File: src/rtl/servo_stop_pkg.sv
// Package of constants and types for the servo stop and zero clamp block
package servo_stop_pkg;

  // Control mode setting codes
  localparam logic [3:0] MODE_SPEED      = 4'h0;
  localparam logic [3:0] MODE_TRQ_SPD    = 4'h9;
  localparam logic [3:0] MODE_SPD_CLAMP  = 4'ha;
  localparam logic [3:0] MODE_POS_INHIB  = 4'hb;

  // Stop mode setting codes
  localparam logic [1:0] STOP_DB_HOLD    = 2'h0;
  localparam logic [1:0] STOP_DB_RELEASE = 2'h1;
  localparam logic [1:0] STOP_COAST      = 2'h2;

  // Clamp level limits and reset default, r/min
  localparam logic [15:0] CLAMP_LEVEL_MAX = 16'h2710;
  localparam logic [15:0] CLAMP_LEVEL_DEF = 16'h000a;

  // Widths
  localparam int SPEED_W = 16;
  localparam int POS_W   = 32;

  // Stop sequencer states, Gray coded along run, braking, stopped
  typedef enum logic [1:0] {
    ST_RUN     = 2'b00,
    ST_BRAKE   = 2'b01,
    ST_STOPPED = 2'b11,
    ST_COAST   = 2'b10
  } stop_state_e;

  // Configuration carried together
  typedef struct packed {
    logic [3:0]  control_mode_setting;
    logic [1:0]  stop_mode_setting;
    logic [15:0] clamp_level_setting;
    logic [15:0] max_speed;
    logic        zero_clamp_allocated;
  } servo_cfg_s;

  // Control mode result carried together
  typedef struct packed {
    logic speed_mode;
    logic torque_mode;
    logic position_mode;
    logic clamp_active;
    logic pulse_blocked;
  } ctrl_sel_s;

endpackage

File: src/rtl/servo_stop_and_zero_clamp.sv
// Servo stop mode sequencer, control mode selection and zero clamp loop
module servo_stop_and_zero_clamp (
  // Clock and reset
  input  wire logic                                ref_clk,
  input  wire logic                                rst,
  // Configuration
  input  wire servo_stop_pkg::servo_cfg_s          cfg,
  // Contact pins, active low, asynchronous
  input  wire logic                                servo_on_n,
  input  wire logic                                zero_clamp_input_n,
  // Internal status from same clock
  input  wire logic                                servo_alarm,
  input  wire logic                                main_power_ok,
  input  wire logic                                motor_stopped,
  input  wire logic                                speed_very_low,
  // Speed reference, signed r/min, same clock
  input  wire logic signed [servo_stop_pkg::SPEED_W-1:0] speed_ref,
  // Reference offset adjustment
  input  wire logic                                offset_auto_start,
  input  wire logic                                offset_manual_load,
  input  wire logic signed [servo_stop_pkg::SPEED_W-1:0] offset_manual_value,
  // Reference pulses and feedback pulses
  input  wire logic                                ref_pulse,
  input  wire logic                                ref_pulse_dir,
  input  wire logic                                fb_pulse,
  input  wire logic                                fb_pulse_dir,
  // Outputs
  output servo_stop_pkg::ctrl_sel_s                ctrl_sel,
  output logic                                     drive_enable,
  output logic                                     dynamic_brake,
  output logic                                     servo_off,
  output logic signed [servo_stop_pkg::POS_W-1:0]  ref_pulse_count,
  output logic signed [servo_stop_pkg::POS_W-1:0]  clamp_error,
  output logic                                     clamp_fwd,
  output logic                                     clamp_rev,
  output logic signed [servo_stop_pkg::SPEED_W-1:0] ref_offset,
  output logic signed [servo_stop_pkg::SPEED_W-1:0] speed_ref_adj
);

  localparam int SW = servo_stop_pkg::SPEED_W;
  localparam int PW = servo_stop_pkg::POS_W;
  // Contact pins behind synchronisers
  localparam int NPIN = 2;

  ////////////////////////////////////////////////////////////////////////////
  // Pin synchronisers, one generate loop for both contact pins
  logic [NPIN-1:0] pin_raw;
  logic [NPIN-1:0] pin_lvl;
  assign pin_raw = {zero_clamp_input_n, servo_on_n};

  // One filter per contact pin
  genvar gi;
  generate
    for (gi = 0; gi < NPIN; gi++) begin : g_sync
      input_sync u_sync (
        .ref_clk     (ref_clk),
        .rst         (rst),
        .reset_level (1'b1),
        .pin_in      (pin_raw[gi]),
        .level_out   (pin_lvl[gi])
      );
    end
  endgenerate

  // Synchronised levels, low means on
  logic servo_on_req;
  logic contact_on;
  assign servo_on_req = ~pin_lvl[0];
  assign contact_on   = ~pin_lvl[1];

  ////////////////////////////////////////////////////////////////////////////
  // Offset adjustment and clamp level
  // Offset, adjusted reference and clamp level
  logic signed [SW-1:0] offset_reg;
  logic signed [SW-1:0] offset_next;
  logic signed [SW-1:0] adj_reg;
  logic signed [SW-1:0] adj_next;
  logic [SW-1:0]        ref_mag;
  logic [SW-1:0]        level_lim;
  logic [SW-1:0]        level_eff;
  logic                 ref_slow;

  // Auto cancels the present reference, manual loads the user value
  always_comb begin
    offset_next = offset_reg;
    if (offset_auto_start) begin
      offset_next = speed_ref;
    end else if (offset_manual_load) begin
      offset_next = offset_manual_value;
    end
    adj_next = speed_ref - offset_reg;
  end

  // Clamp level range limit, then cap at motor maximum speed
  always_comb begin
    level_lim = (cfg.clamp_level_setting > servo_stop_pkg::CLAMP_LEVEL_MAX)
              ? servo_stop_pkg::CLAMP_LEVEL_MAX
              : cfg.clamp_level_setting;
    level_eff = (level_lim > cfg.max_speed) ? cfg.max_speed
                                            : level_lim;
    ref_mag   = adj_reg[SW-1] ? SW'(-adj_reg) : adj_reg;
    // Reference magnitude below the effective level
    ref_slow  = ref_mag < level_eff;
  end

  // Offset and adjusted reference registers
  always_ff @(posedge ref_clk) begin
    if (rst) begin
      offset_reg <= '0;
      adj_reg    <= '0;
    end else begin
      offset_reg <= offset_next;
      adj_reg    <= adj_next;
    end
  end

  ////////////////////////////////////////////////////////////////////////////
  // Control mode selection
  // Registered selection, clamp condition, servo-off flag
  servo_stop_pkg::ctrl_sel_s sel_reg;
  servo_stop_pkg::ctrl_sel_s sel_next;
  logic                      clamp_cond;
  logic                      servo_off_reg;

  // Mode decode and clamp condition
  always_comb begin
    sel_next   = '0;
    clamp_cond = 1'b0;
    case (cfg.control_mode_setting)
      servo_stop_pkg::MODE_SPEED: begin
        sel_next.speed_mode = 1'b1;
        clamp_cond = cfg.zero_clamp_allocated & contact_on;
      end
      servo_stop_pkg::MODE_TRQ_SPD: begin
        sel_next.torque_mode = ~contact_on;
        sel_next.speed_mode  = contact_on;
      end
      servo_stop_pkg::MODE_SPD_CLAMP: begin
        sel_next.speed_mode = 1'b1;
        clamp_cond = contact_on;
      end
      servo_stop_pkg::MODE_POS_INHIB: begin
        sel_next.position_mode = 1'b1;
        sel_next.pulse_blocked = contact_on;
      end
      default: begin
        sel_next.speed_mode = 1'b1;
      end
    endcase
    // All conditions plus servo on
    sel_next.clamp_active = clamp_cond & ref_slow
                          & ~servo_off_reg;
  end

  ////////////////////////////////////////////////////////////////////////////
  // Stop sequencer
  // State and registered outputs
  servo_stop_pkg::stop_state_e st_reg;
  servo_stop_pkg::stop_state_e st_next;
  logic servo_off_next;
  logic drive_reg;
  logic drive_next;
  logic db_reg;
  logic db_next;
  logic off_cause;

  // Next state and output levels
  always_comb begin
    // Any servo-off cause
    off_cause      = ~servo_on_req | servo_alarm | ~main_power_ok;
    st_next        = st_reg;
    case (st_reg)
      servo_stop_pkg::ST_RUN: begin
        if (off_cause) begin
          if (cfg.stop_mode_setting == servo_stop_pkg::STOP_COAST) begin
            st_next = servo_stop_pkg::ST_COAST;
          end else if (cfg.stop_mode_setting == servo_stop_pkg::STOP_DB_HOLD
                       && (motor_stopped | speed_very_low)) begin
            st_next = servo_stop_pkg::ST_COAST;
          end else begin
            st_next = servo_stop_pkg::ST_BRAKE;
          end
        end
      end
      servo_stop_pkg::ST_BRAKE: begin
        if (motor_stopped) begin
          st_next = servo_stop_pkg::ST_STOPPED;
        end
      end
      servo_stop_pkg::ST_STOPPED,
      servo_stop_pkg::ST_COAST: begin
        if (!off_cause) begin
          st_next = servo_stop_pkg::ST_RUN;
        end
      end
      default: begin
        st_next = servo_stop_pkg::ST_COAST;
      end
    endcase
    // Drive only in run, servo off otherwise
    servo_off_next = (st_next != servo_stop_pkg::ST_RUN);
    drive_next     = (st_next == servo_stop_pkg::ST_RUN);
    // Brake while stopping, and after stop only in hold mode
    db_next = (st_next == servo_stop_pkg::ST_BRAKE)
            | ((st_next == servo_stop_pkg::ST_STOPPED)
               & (cfg.stop_mode_setting
                  == servo_stop_pkg::STOP_DB_HOLD));
  end

  // Sequencer and selection registers
  always_ff @(posedge ref_clk) begin
    if (rst) begin
      st_reg        <= servo_stop_pkg::ST_COAST;
      servo_off_reg <= 1'b1;
      drive_reg     <= 1'b0;
      db_reg        <= 1'b0;
      sel_reg       <= '0;
    end else begin
      st_reg        <= st_next;
      servo_off_reg <= servo_off_next;
      drive_reg     <= drive_next;
      db_reg        <= db_next;
      sel_reg       <= sel_next;
    end
  end

  ////////////////////////////////////////////////////////////////////////////
  // Reference pulse counter and zero clamp position loop
  // Count, error and drive flag state
  logic signed [PW-1:0] cnt_reg;
  logic signed [PW-1:0] cnt_next;
  logic signed [PW-1:0] err_reg;
  logic signed [PW-1:0] err_next;
  logic                 fwd_reg;
  logic                 fwd_next;
  logic                 rev_reg;
  logic                 rev_next;

  // Pulse count and clamp error next values
  always_comb begin
    cnt_next = cnt_reg;
    if (ref_pulse && sel_reg.position_mode && !sel_reg.pulse_blocked) begin
      cnt_next = ref_pulse_dir ? cnt_reg - PW'(1)
                               : cnt_reg + PW'(1);
    end
    // Error held from clamp entry; feedback moves it
    err_next = '0;
    if (sel_reg.clamp_active) begin
      err_next = err_reg;
      if (fb_pulse) begin
        err_next = fb_pulse_dir ? err_reg - PW'(1)
                                : err_reg + PW'(1);
      end
    end
    // Drive back whenever displaced by more than one pulse
    fwd_next = sel_reg.clamp_active & (err_next < -PW'(1));
    rev_next = sel_reg.clamp_active & (err_next > PW'(1));
  end

  // Counter and clamp loop registers
  always_ff @(posedge ref_clk) begin
    if (rst) begin
      cnt_reg <= '0;
      err_reg <= '0;
      fwd_reg <= 1'b0;
      rev_reg <= 1'b0;
    end else begin
      cnt_reg <= cnt_next;
      err_reg <= err_next;
      fwd_reg <= fwd_next;
      rev_reg <= rev_next;
    end
  end

  ////////////////////////////////////////////////////////////////////////////
  // Outputs straight from flops
  assign ctrl_sel        = sel_reg;
  assign drive_enable    = drive_reg;
  assign dynamic_brake   = db_reg;
  assign servo_off       = servo_off_reg;
  assign ref_pulse_count = cnt_reg;
  assign clamp_error     = err_reg;
  assign clamp_fwd       = fwd_reg;
  assign clamp_rev       = rev_reg;
  assign ref_offset      = offset_reg;
  assign speed_ref_adj   = adj_reg;

endmodule

File: src/rtl/input_sync.sv
// Three flop synchroniser that accepts a change once stages two and three agree
module input_sync (
  // Clock and reset
  input  wire logic ref_clk,
  input  wire logic rst,
  input  wire logic reset_level,
  // Pin side
  input  wire logic pin_in,
  // Filtered level
  output logic      level_out
);

  logic s1_reg;
  logic s2_reg;
  logic s3_reg;
  logic level_reg;
  logic level_next;

  // Accept the new level only on agreement of stages two and three
  always_comb begin
    level_next = level_reg;
    if (s2_reg == s3_reg) begin
      level_next = s3_reg;
    end
  end

  // Registers only
  always_ff @(posedge ref_clk) begin
    if (rst) begin
      s1_reg    <= reset_level;
      s2_reg    <= reset_level;
      s3_reg    <= reset_level;
      level_reg <= reset_level;
    end else begin
      s1_reg    <= pin_in;
      s2_reg    <= s1_reg;
      s3_reg    <= s2_reg;
      level_reg <= level_next;
    end
  end

  assign level_out = level_reg;

endmodule

File: config.mk
export PLATFORM = sky130hd
export DESIGN_NAME = servo_stop_and_zero_clamp
export DESIGN_NICKNAME = d
export VERILOG_FILES = /design/src/rtl/servo_stop_pkg.sv /design/src/rtl/servo_stop_and_zero_clamp.sv /design/src/rtl/input_sync.sv
export SDC_FILE = /design/constraint.sdc
export NUM_CORES = 1
export LEC_CHECK = 0
export BUFFER_PORTS_ARGS = -buffer_cell sky130_fd_sc_hd__buf_4
export CAP_MARGIN = 20
export CORE_AREA = 2 2 172 174
export DETAILED_ROUTE_END_ITERATION = 10
export DIE_AREA = 0 0 174 176
export PLACE_DENSITY = 0.65
export SETUP_SLACK_MARGIN = 0.02
export SYNTH_ARGS = -nofsm -noshare
export SYNTH_HDL_FRONTEND = slang
export SYNTH_SLANG_ARGS = --single-unit
File: constraint.sdc
create_clock -name ref_clk -period 7.3 [get_ports ref_clk]
set_clock_uncertainty 0.2 [all_clocks]
set_input_delay 0.365 -clock ref_clk [delete_from_list [all_inputs] [get_ports ref_clk]]
set_output_delay 0.365 -clock ref_clk [all_outputs]
set_load 0.005 [all_outputs]
# Word-level counts from Yosys, hierarchy flattened
# Index checks and enable logic that the tools add are counted.
# totals
ff_bits	116
input_bits	85
out_inout_bits	106
elab_cells	91
# op_classes
add_sub_neg	6
magnitude_cmp	5
n_eq_ne	11
n_mux	18
n_bitwise	15
n_reduce_logical	13
# op_table
op	n
two-way mux 32 bit	4
two-way mux 16 bit	5
adder 32 x 2 -> 32 bit, second input constant	2
subtractor 32 x 2 -> 32 bit, second input constant	2
greater-than comparator 32 x 2 -> 1 bit, second input constant	1
< comparator 32 x 1 -> 1 bit, second input constant	1
greater-than comparator 16 x 14 -> 1 bit, second input constant	1
greater-than comparator 16 bit	1
< comparator 16 bit	1
negator 16 bit	1
subtractor 16 bit	1
equality test 4 bit, second input constant	3
two-way mux 2 bit	5
equality test 2 bit, second input constant	4
bitwise AND 1 bit	6
zero test 2 bit	3
case mux 2 bit (3 select lines)	1
OR reduction 2 bit	3
NOT 1 bit	5
equality test 2 x 1 -> 1 bit, second input constant	2
zero test 4 bit	1
OR 1 bit	4
case mux 1 bit (2 select lines)	2
nonzero test 2 bit	2
4 further kinds	7

# Depth between registers and ports, before layout
# logic_depth
word_depth	9
depth_mapped	25
mapped_depth_nobuf	23

# Modules after synthesis
# Synthesis repeated with hierarchy kept, for this count alone.
# unflattened
cells_unflattened	1239
area_unflattened_um2	9447.8
# modules_own_cells
module	n_inst	cells_per_inst	area_each_um2
servo_stop_and_zero_clamp	1	1209	9155.0
input_sync	2	15	146.4

# Worst setup path before layout
# Ideal clock, no wire load.
# synth_path
path_type	input port to flip-flop
start	input port cfg[17] in the netlist's numbering
end	register sel_reg, in the netlist ctrl_sel[1]
t_arrival_ns	5.113
path_slack_ns	1.912
path_stages	25
path_cell_list	o41ai_1 > a21oi_1 > o31a_1 > nor3_1 > clkbuf_1 > and2_1 > ha_1 > a21o_1 > a21o_1 > a21oi_1 > o21ai_0 > a221oi_1 > a21oi_1 > clkbuf_1 > mux2i_1 > ha_1 > a21o_1 > a21oi_1 > nor2b_1 > o21ai_0 > nand2b_1 > a21oi_1 > o2111ai_1 > or3b_2 > o21ai_0
# synth_between
elab_chain_cells	7
# synth_lines
item	line_no	text
start, declared	servo_stop_and_zero_clamp.sv:7	input wire servo_stop_pkg::servo_cfg_s cfg,
greater-than comparator 16 x 14 -> 1 bit	servo_stop_and_zero_clamp.sv:96	level_lim = (cfg.clamp_level_setting > servo_stop_pkg::CLAMP_LEVEL_MAX)
two-way mux 16 bit *	servo_stop_and_zero_clamp.sv:97	? servo_stop_pkg::CLAMP_LEVEL_MAX
greater-than comparator 16 bit	servo_stop_and_zero_clamp.sv:99	level_eff = (level_lim > cfg.max_speed) ? cfg.max_speed
two-way mux 16 bit *	servo_stop_and_zero_clamp.sv:99	
< comparator 16 bit *	servo_stop_and_zero_clamp.sv:103	ref_slow = ref_mag < level_eff;
bitwise AND 1 bit *	servo_stop_and_zero_clamp.sv:151	sel_next.clamp_active = clamp_cond & ref_slow
bitwise AND 1 bit *	servo_stop_and_zero_clamp.sv:152	& ~servo_off_reg;
end signal, assigned	servo_stop_and_zero_clamp.sv:223	sel_reg <= sel_next;
end, declared	servo_stop_and_zero_clamp.sv:120	servo_stop_pkg::ctrl_sel_s sel_reg;
# Mark *: on every way between the ends. The rest lies on a longest branch, timed or not.
# A chain may end at the register's enable or synchronous reset.

# Worst setup path in the final report
# Ends and elaborated chain as after synthesis.

==> metrics.txt <==
# TYPE chip_impl_metric gauge
chip_impl_info{name="status",value="complete, no violations"} 1
chip_impl_metric{name="antenna-diode-count",unit=""} 0
chip_impl_metric{name="wl_per_cell",unit="um"} 16.0
chip_impl_metric{name="placement.cell_area",unit="um2"} 11400
chip_impl_metric{name="crit_arrival",unit="ns"} 5.88
chip_impl_metric{name="num_ports",unit=""} 191
chip_impl_info{name="grt_setup_unrepaired",value="false"} 1
chip_impl_metric{name="synth-edff-count",unit=""} 0
chip_impl_metric{name="critical_path.max_fanout",unit=""} 16
chip_impl_info{name="timing.rr.end",value="clamp_fwd"} 1
chip_impl_info{name="cts_root_buffer",value="sky130_fd_sc_hd__clkbuf_16"} 1
chip_impl_metric{name="cp.required",unit="ns"} 7.43
chip_impl_metric{name="slack_of_the_worst_reg_to_reg_path",unit="ns"} 3.23
chip_impl_info{name="worst_setup_path_end_kind",value="register"} 1
chip_impl_metric{name="design.final.nets",unit=""} 1636
chip_impl_metric{name="synth_top_area_share",unit="%"} 24.1
chip_impl_metric{name="die-height",unit="um"} 176
chip_impl_metric{name="cts-buffers-inserted",unit=""} 17
chip_impl_metric{name="gp_congestion",unit=""} 0.875
chip_impl_info{name="cp_max_stage_cell",value="sky130_fd_sc_hd__a21oi_2"} 1
chip_impl_info{name="clock_tree_from_tritoncts",value="done"} 1
chip_impl_metric{name="power.static_leakage",unit="uW"} 0.00547
chip_impl_metric{name="post_synth_num_cell_types",unit=""} 73
chip_impl_info{name="worstHoldPathType",value="input pin to register"} 1
chip_impl_metric{name="layout.cell_area.non_filler",unit="um2"} 12200
chip_impl_metric{name="core",unit="um2"} 28500
chip_impl_metric{name="cell_total_after_placement",unit=""} 1787
chip_impl_metric{name="post-cts-setup-buffer-count",unit=""} 0
chip_impl_metric{name="min_period",unit="ns"} 5.75
chip_impl_metric{name="detailedPlacementHpwl",unit="um"} 22000
chip_impl_info{name="crit_top_cell",value="sky130_fd_sc_hd__a21oi_1"} 1
chip_impl_metric{name="post_synth_inst_count",unit=""} 1255
chip_impl_metric{name="timing.final.crit_share",unit="%"} 78.7
chip_impl_metric{name="final.fill_count",unit=""} 2972
chip_impl_metric{name="first_global_vias",unit=""} 9343
chip_impl_metric{name="initial_core_util",unit="%"} 33.7
chip_impl_metric{name="overall_fraction_of_global_route_tracks_in_use",unit="%"} 18.7
chip_impl_metric{name="port-buffer-count",unit=""} 190
chip_impl_metric{name="report.final.slew_viol_count",unit=""} 0
chip_impl_metric{name="vias_per_cell",unit=""} 5.37
chip_impl_info{name="ys_flop_type",value="sky130_fd_sc_hd__dfxtp_1"} 1
chip_impl_metric{name="ctsHtreeMaxLevel",unit=""} 4
chip_impl_info{name="critPathLaunchType",value="input pin"} 1
chip_impl_metric{name="clkSinkCount",unit=""} 116
chip_impl_metric{name="grt_antenna_before_repair",unit=""} 1
chip_impl_info{name="timing.critical_path.max_delay_family",value="compound AO/OA/AOI/OAI gates"} 1
chip_impl_metric{name="timing.hold.worst_path_depth",unit=""} 4
chip_impl_metric{name="syn-cell-area",unit="um2"} 9630
chip_impl_info{name="synth.largest_area_cell",value="sky130_fd_sc_hd__dfxtp_1"} 1
chip_impl_info{name="worstSetupPathType",value="input pin to register"} 1
chip_impl_metric{name="route.detailed.drc",unit=""} 0
chip_impl_info{name="synth_top_cells_by_area",value="sky130_fd_sc_hd__dfxtp_1 24%, sky130_fd_sc_hd__ha_1 14%, sky130_fd_sc_hd__nor2_1 5.4%, sky130_fd_sc_hd__a21oi_1 5.4%, sky130_fd_sc_hd__nand2_1 4.4%"} 1
chip_impl_metric{name="worst_tran_pin_value",unit="ns"} 1.09
chip_impl_metric{name="fin_setup_tns",unit="ns"} 0
chip_impl_metric{name="drt_iter0_markers",unit=""} 526
chip_impl_metric{name="worstRegToRegCells",unit=""} 11
chip_impl_metric{name="non_filler_instance_count_after_layout",unit=""} 1838
chip_impl_metric{name="timing.max_slew.rel_slack",unit="%"} 27.5
chip_impl_info{name="cp_cell_sequence",value="buf_4, o41ai_1, a21oi_1, o31a_1, nor3_1, nand2b_1, ha_1, nand4_1, nor2_1, and2_1, a221oi_1, a21oi_2, mux2i_1, ha_1, a21o_1, a21oi_1, nor2b_1, o21ai_0, nand2b_1, a21oi_1, o2111ai_1, or3b_2, o21ai_0"} 1
chip_impl_metric{name="dieArea",unit="um2"} 30600
chip_impl_metric{name="power_per_unit_of_standard_cell_area",unit="nW/um2"} 161
chip_impl_metric{name="post_synth.cell_area_avg",unit="um2"} 7.68
chip_impl_metric{name="drt.antenna.violating_nets",unit=""} 0
chip_impl_metric{name="setup-violations-final",unit=""} 0
chip_impl_metric{name="power.ir.vdd_worst",unit="mV"} 0.138
chip_impl_info{name="hold-path-endpoint",value="drive_enable"} 1
chip_impl_metric{name="routed_wire_length",unit="um"} 29400
chip_impl_metric{name="total_power",unit="uW"} 1960
chip_impl_metric{name="worstSkewPairLatency",unit="ns"} 0.41
chip_impl_metric{name="synth.yosys.seq_area_share",unit="%"} 24.1
chip_impl_metric{name="ctsLongestPathBuffers",unit=""} 2
chip_impl_metric{name="timing.fmax",unit="GHz"} 0.174
chip_impl_metric{name="ys_async_sr_fraction",unit="%"} 0
chip_impl_metric{name="final_layout_size_suffix_gt1_share",unit="%"} 17.6
chip_impl_metric{name="ys_seq_elements",unit=""} 116
chip_impl_metric{name="clk_pin_slew_worst_paths",unit="ns"} 0.06
chip_impl_metric{name="cpPeakStageDelay",unit="ns"} 0.80
chip_impl_info{name="regToRegStartpoint",value="clamp_error[0]"} 1
chip_impl_metric{name="drt_pre_antenna_iters",unit=""} 5
chip_impl_metric{name="synth-warning-count",unit=""} 0
chip_impl_metric{name="maxCapViolCount",unit=""} 0
chip_impl_metric{name="maximum_number_of_pins_on_one_net_before_global_route_repair",unit=""} 72
chip_impl_metric{name="path_buf_inv",unit=""} 1
chip_impl_metric{name="timing.final.hold_violations",unit=""} 0
chip_impl_metric{name="die_x",unit="um"} 174
chip_impl_metric{name="globalRoute.totalOverflow",unit=""} 0
chip_impl_metric{name="vias",unit=""} 9875
chip_impl_metric{name="std_cell_rows",unit=""} 62
chip_impl_info{name="min_from",value="servo_alarm"} 1
chip_impl_metric{name="area_delta_synth_final",unit="%"} 26.6
chip_impl_metric{name="grt_pass1_wl",unit="um"} 47200
[worst reg2reg max path: cells and delay by family (launching register included)]
family,cells,cell delay [ns]
AO/OA/AOI/OAI,4,1.33
AND/OR/NAND/NOR,6,1.63
adder cells (fa/ha/maj),1,0.29
flip-flops,1,0.49
[cells by family (layout without fill, tap and decap cells)]
group	Yosys count	in the layout	synth area share, %
adders and majority gates	110	110	14.5
muxes	31	31	3.25
xor gates and xnor gates	52	52	4.73
and+or+nand+nor	481	481	24.5
DFF	116	116	24.1
AOI/OAI and AO/OA	350	350	24.5
buffers and inverters	114	312	4.44
other	1	2	0.0389
[how the worst max path moves through the flow]
stage | from | to | cells after the start
finish | cfg[17] | ctrl_sel[1] | 23
global route | cfg[17] | ctrl_sel[1] | 23
CTS | cfg[17] | ctrl_sel[1] | 23
detailed placement | cfg[17] | ctrl_sel[1] | 23
global placement | cfg[17] | ctrl_sel[1] | 23
floorplan | cfg[17] | ctrl_sel[1] | 25
[area by class of cell]
class	count	area [um2]	share of cell area [%]
multi-input cells	1026	6890	56.5
well taps	384	480	3.94
inverters	65	244	2.00
repair buffers	215	1660	13.6
clock buffers	17	425	3.49
flip-flops and latches	116	2320	19.0
clock inverters	15	168	1.37
[Yosys cell counts (all sizes together), types with 13 or more instances]
cell / count
nand3: 30
a21oi: 103
clkbuf: 45
a211oi: 27
or2: 14
nor2b: 21
nor3: 42
nor2: 138
inv: 65
and2: 13
ha: 107
nand4: 23
dfxtp: 116
o21a: 19
nand2: 112
a21o: 35
xnor2: 41
a31oi: 17
and3: 22
o21ai: 50
mux2i: 29
nand2b: 15
[per-stage QoR]
stage               utilization, %  hold WS, ns  worst slack, ns
floorplan                        -        0.189             1.91
global placement              40.0        0.194             1.28
detailed placement            40.0        0.200             1.16
CTS                           42.7       0.0310             1.60
global route                  42.7       0.0531            0.992
finish                        42.7       0.0420             1.55
[where the power goes]
group	internal [uW]	switching, uW
clock	512	347
sequential	655	27.3
combinational	199	222
[per-layer routing]
metal	share of wire, %	track usage, %	wire (um)
met4	1.8	5.29	529
met2	47	31.0	13800
met5	0	0	0
met3	4.5	3.12	1330
met1	47	25.1	13700
[placed cells by master (no fill, tap or decap), types with 17 or more instances in the layout]
master,count
sky130_fd_sc_hd__nor2b_1,21
sky130_fd_sc_hd__a21o_1,35
sky130_fd_sc_hd__clkbuf_16,17
sky130_fd_sc_hd__nor3_1,42
sky130_fd_sc_hd__o21a_1,19
sky130_fd_sc_hd__nand3_1,30
sky130_fd_sc_hd__and3_1,22
sky130_fd_sc_hd__dfxtp_1,116
sky130_fd_sc_hd__nand2_1,112
sky130_fd_sc_hd__o21ai_0,48
sky130_fd_sc_hd__a31oi_1,17
sky130_fd_sc_hd__nand4_1,23
sky130_fd_sc_hd__a211oi_1,27
sky130_fd_sc_hd__nor2_1,137
sky130_fd_sc_hd__inv_1,64
sky130_fd_sc_hd__ha_1,107
sky130_fd_sc_hd__mux2i_1,29
sky130_fd_sc_hd__a21oi_1,102
sky130_fd_sc_hd__xnor2_1,41
sky130_fd_sc_hd__dlygate4sd3_1,19
sky130_fd_sc_hd__buf_4,196
[repair_timing]
action,CTS,global route
setup endpoints to repair,0,0
hold buffers,19,0
resized for setup,0,0
endpoints found under the hold margin,19,0
No activity file was read; power rests on OpenSTA's default activity.
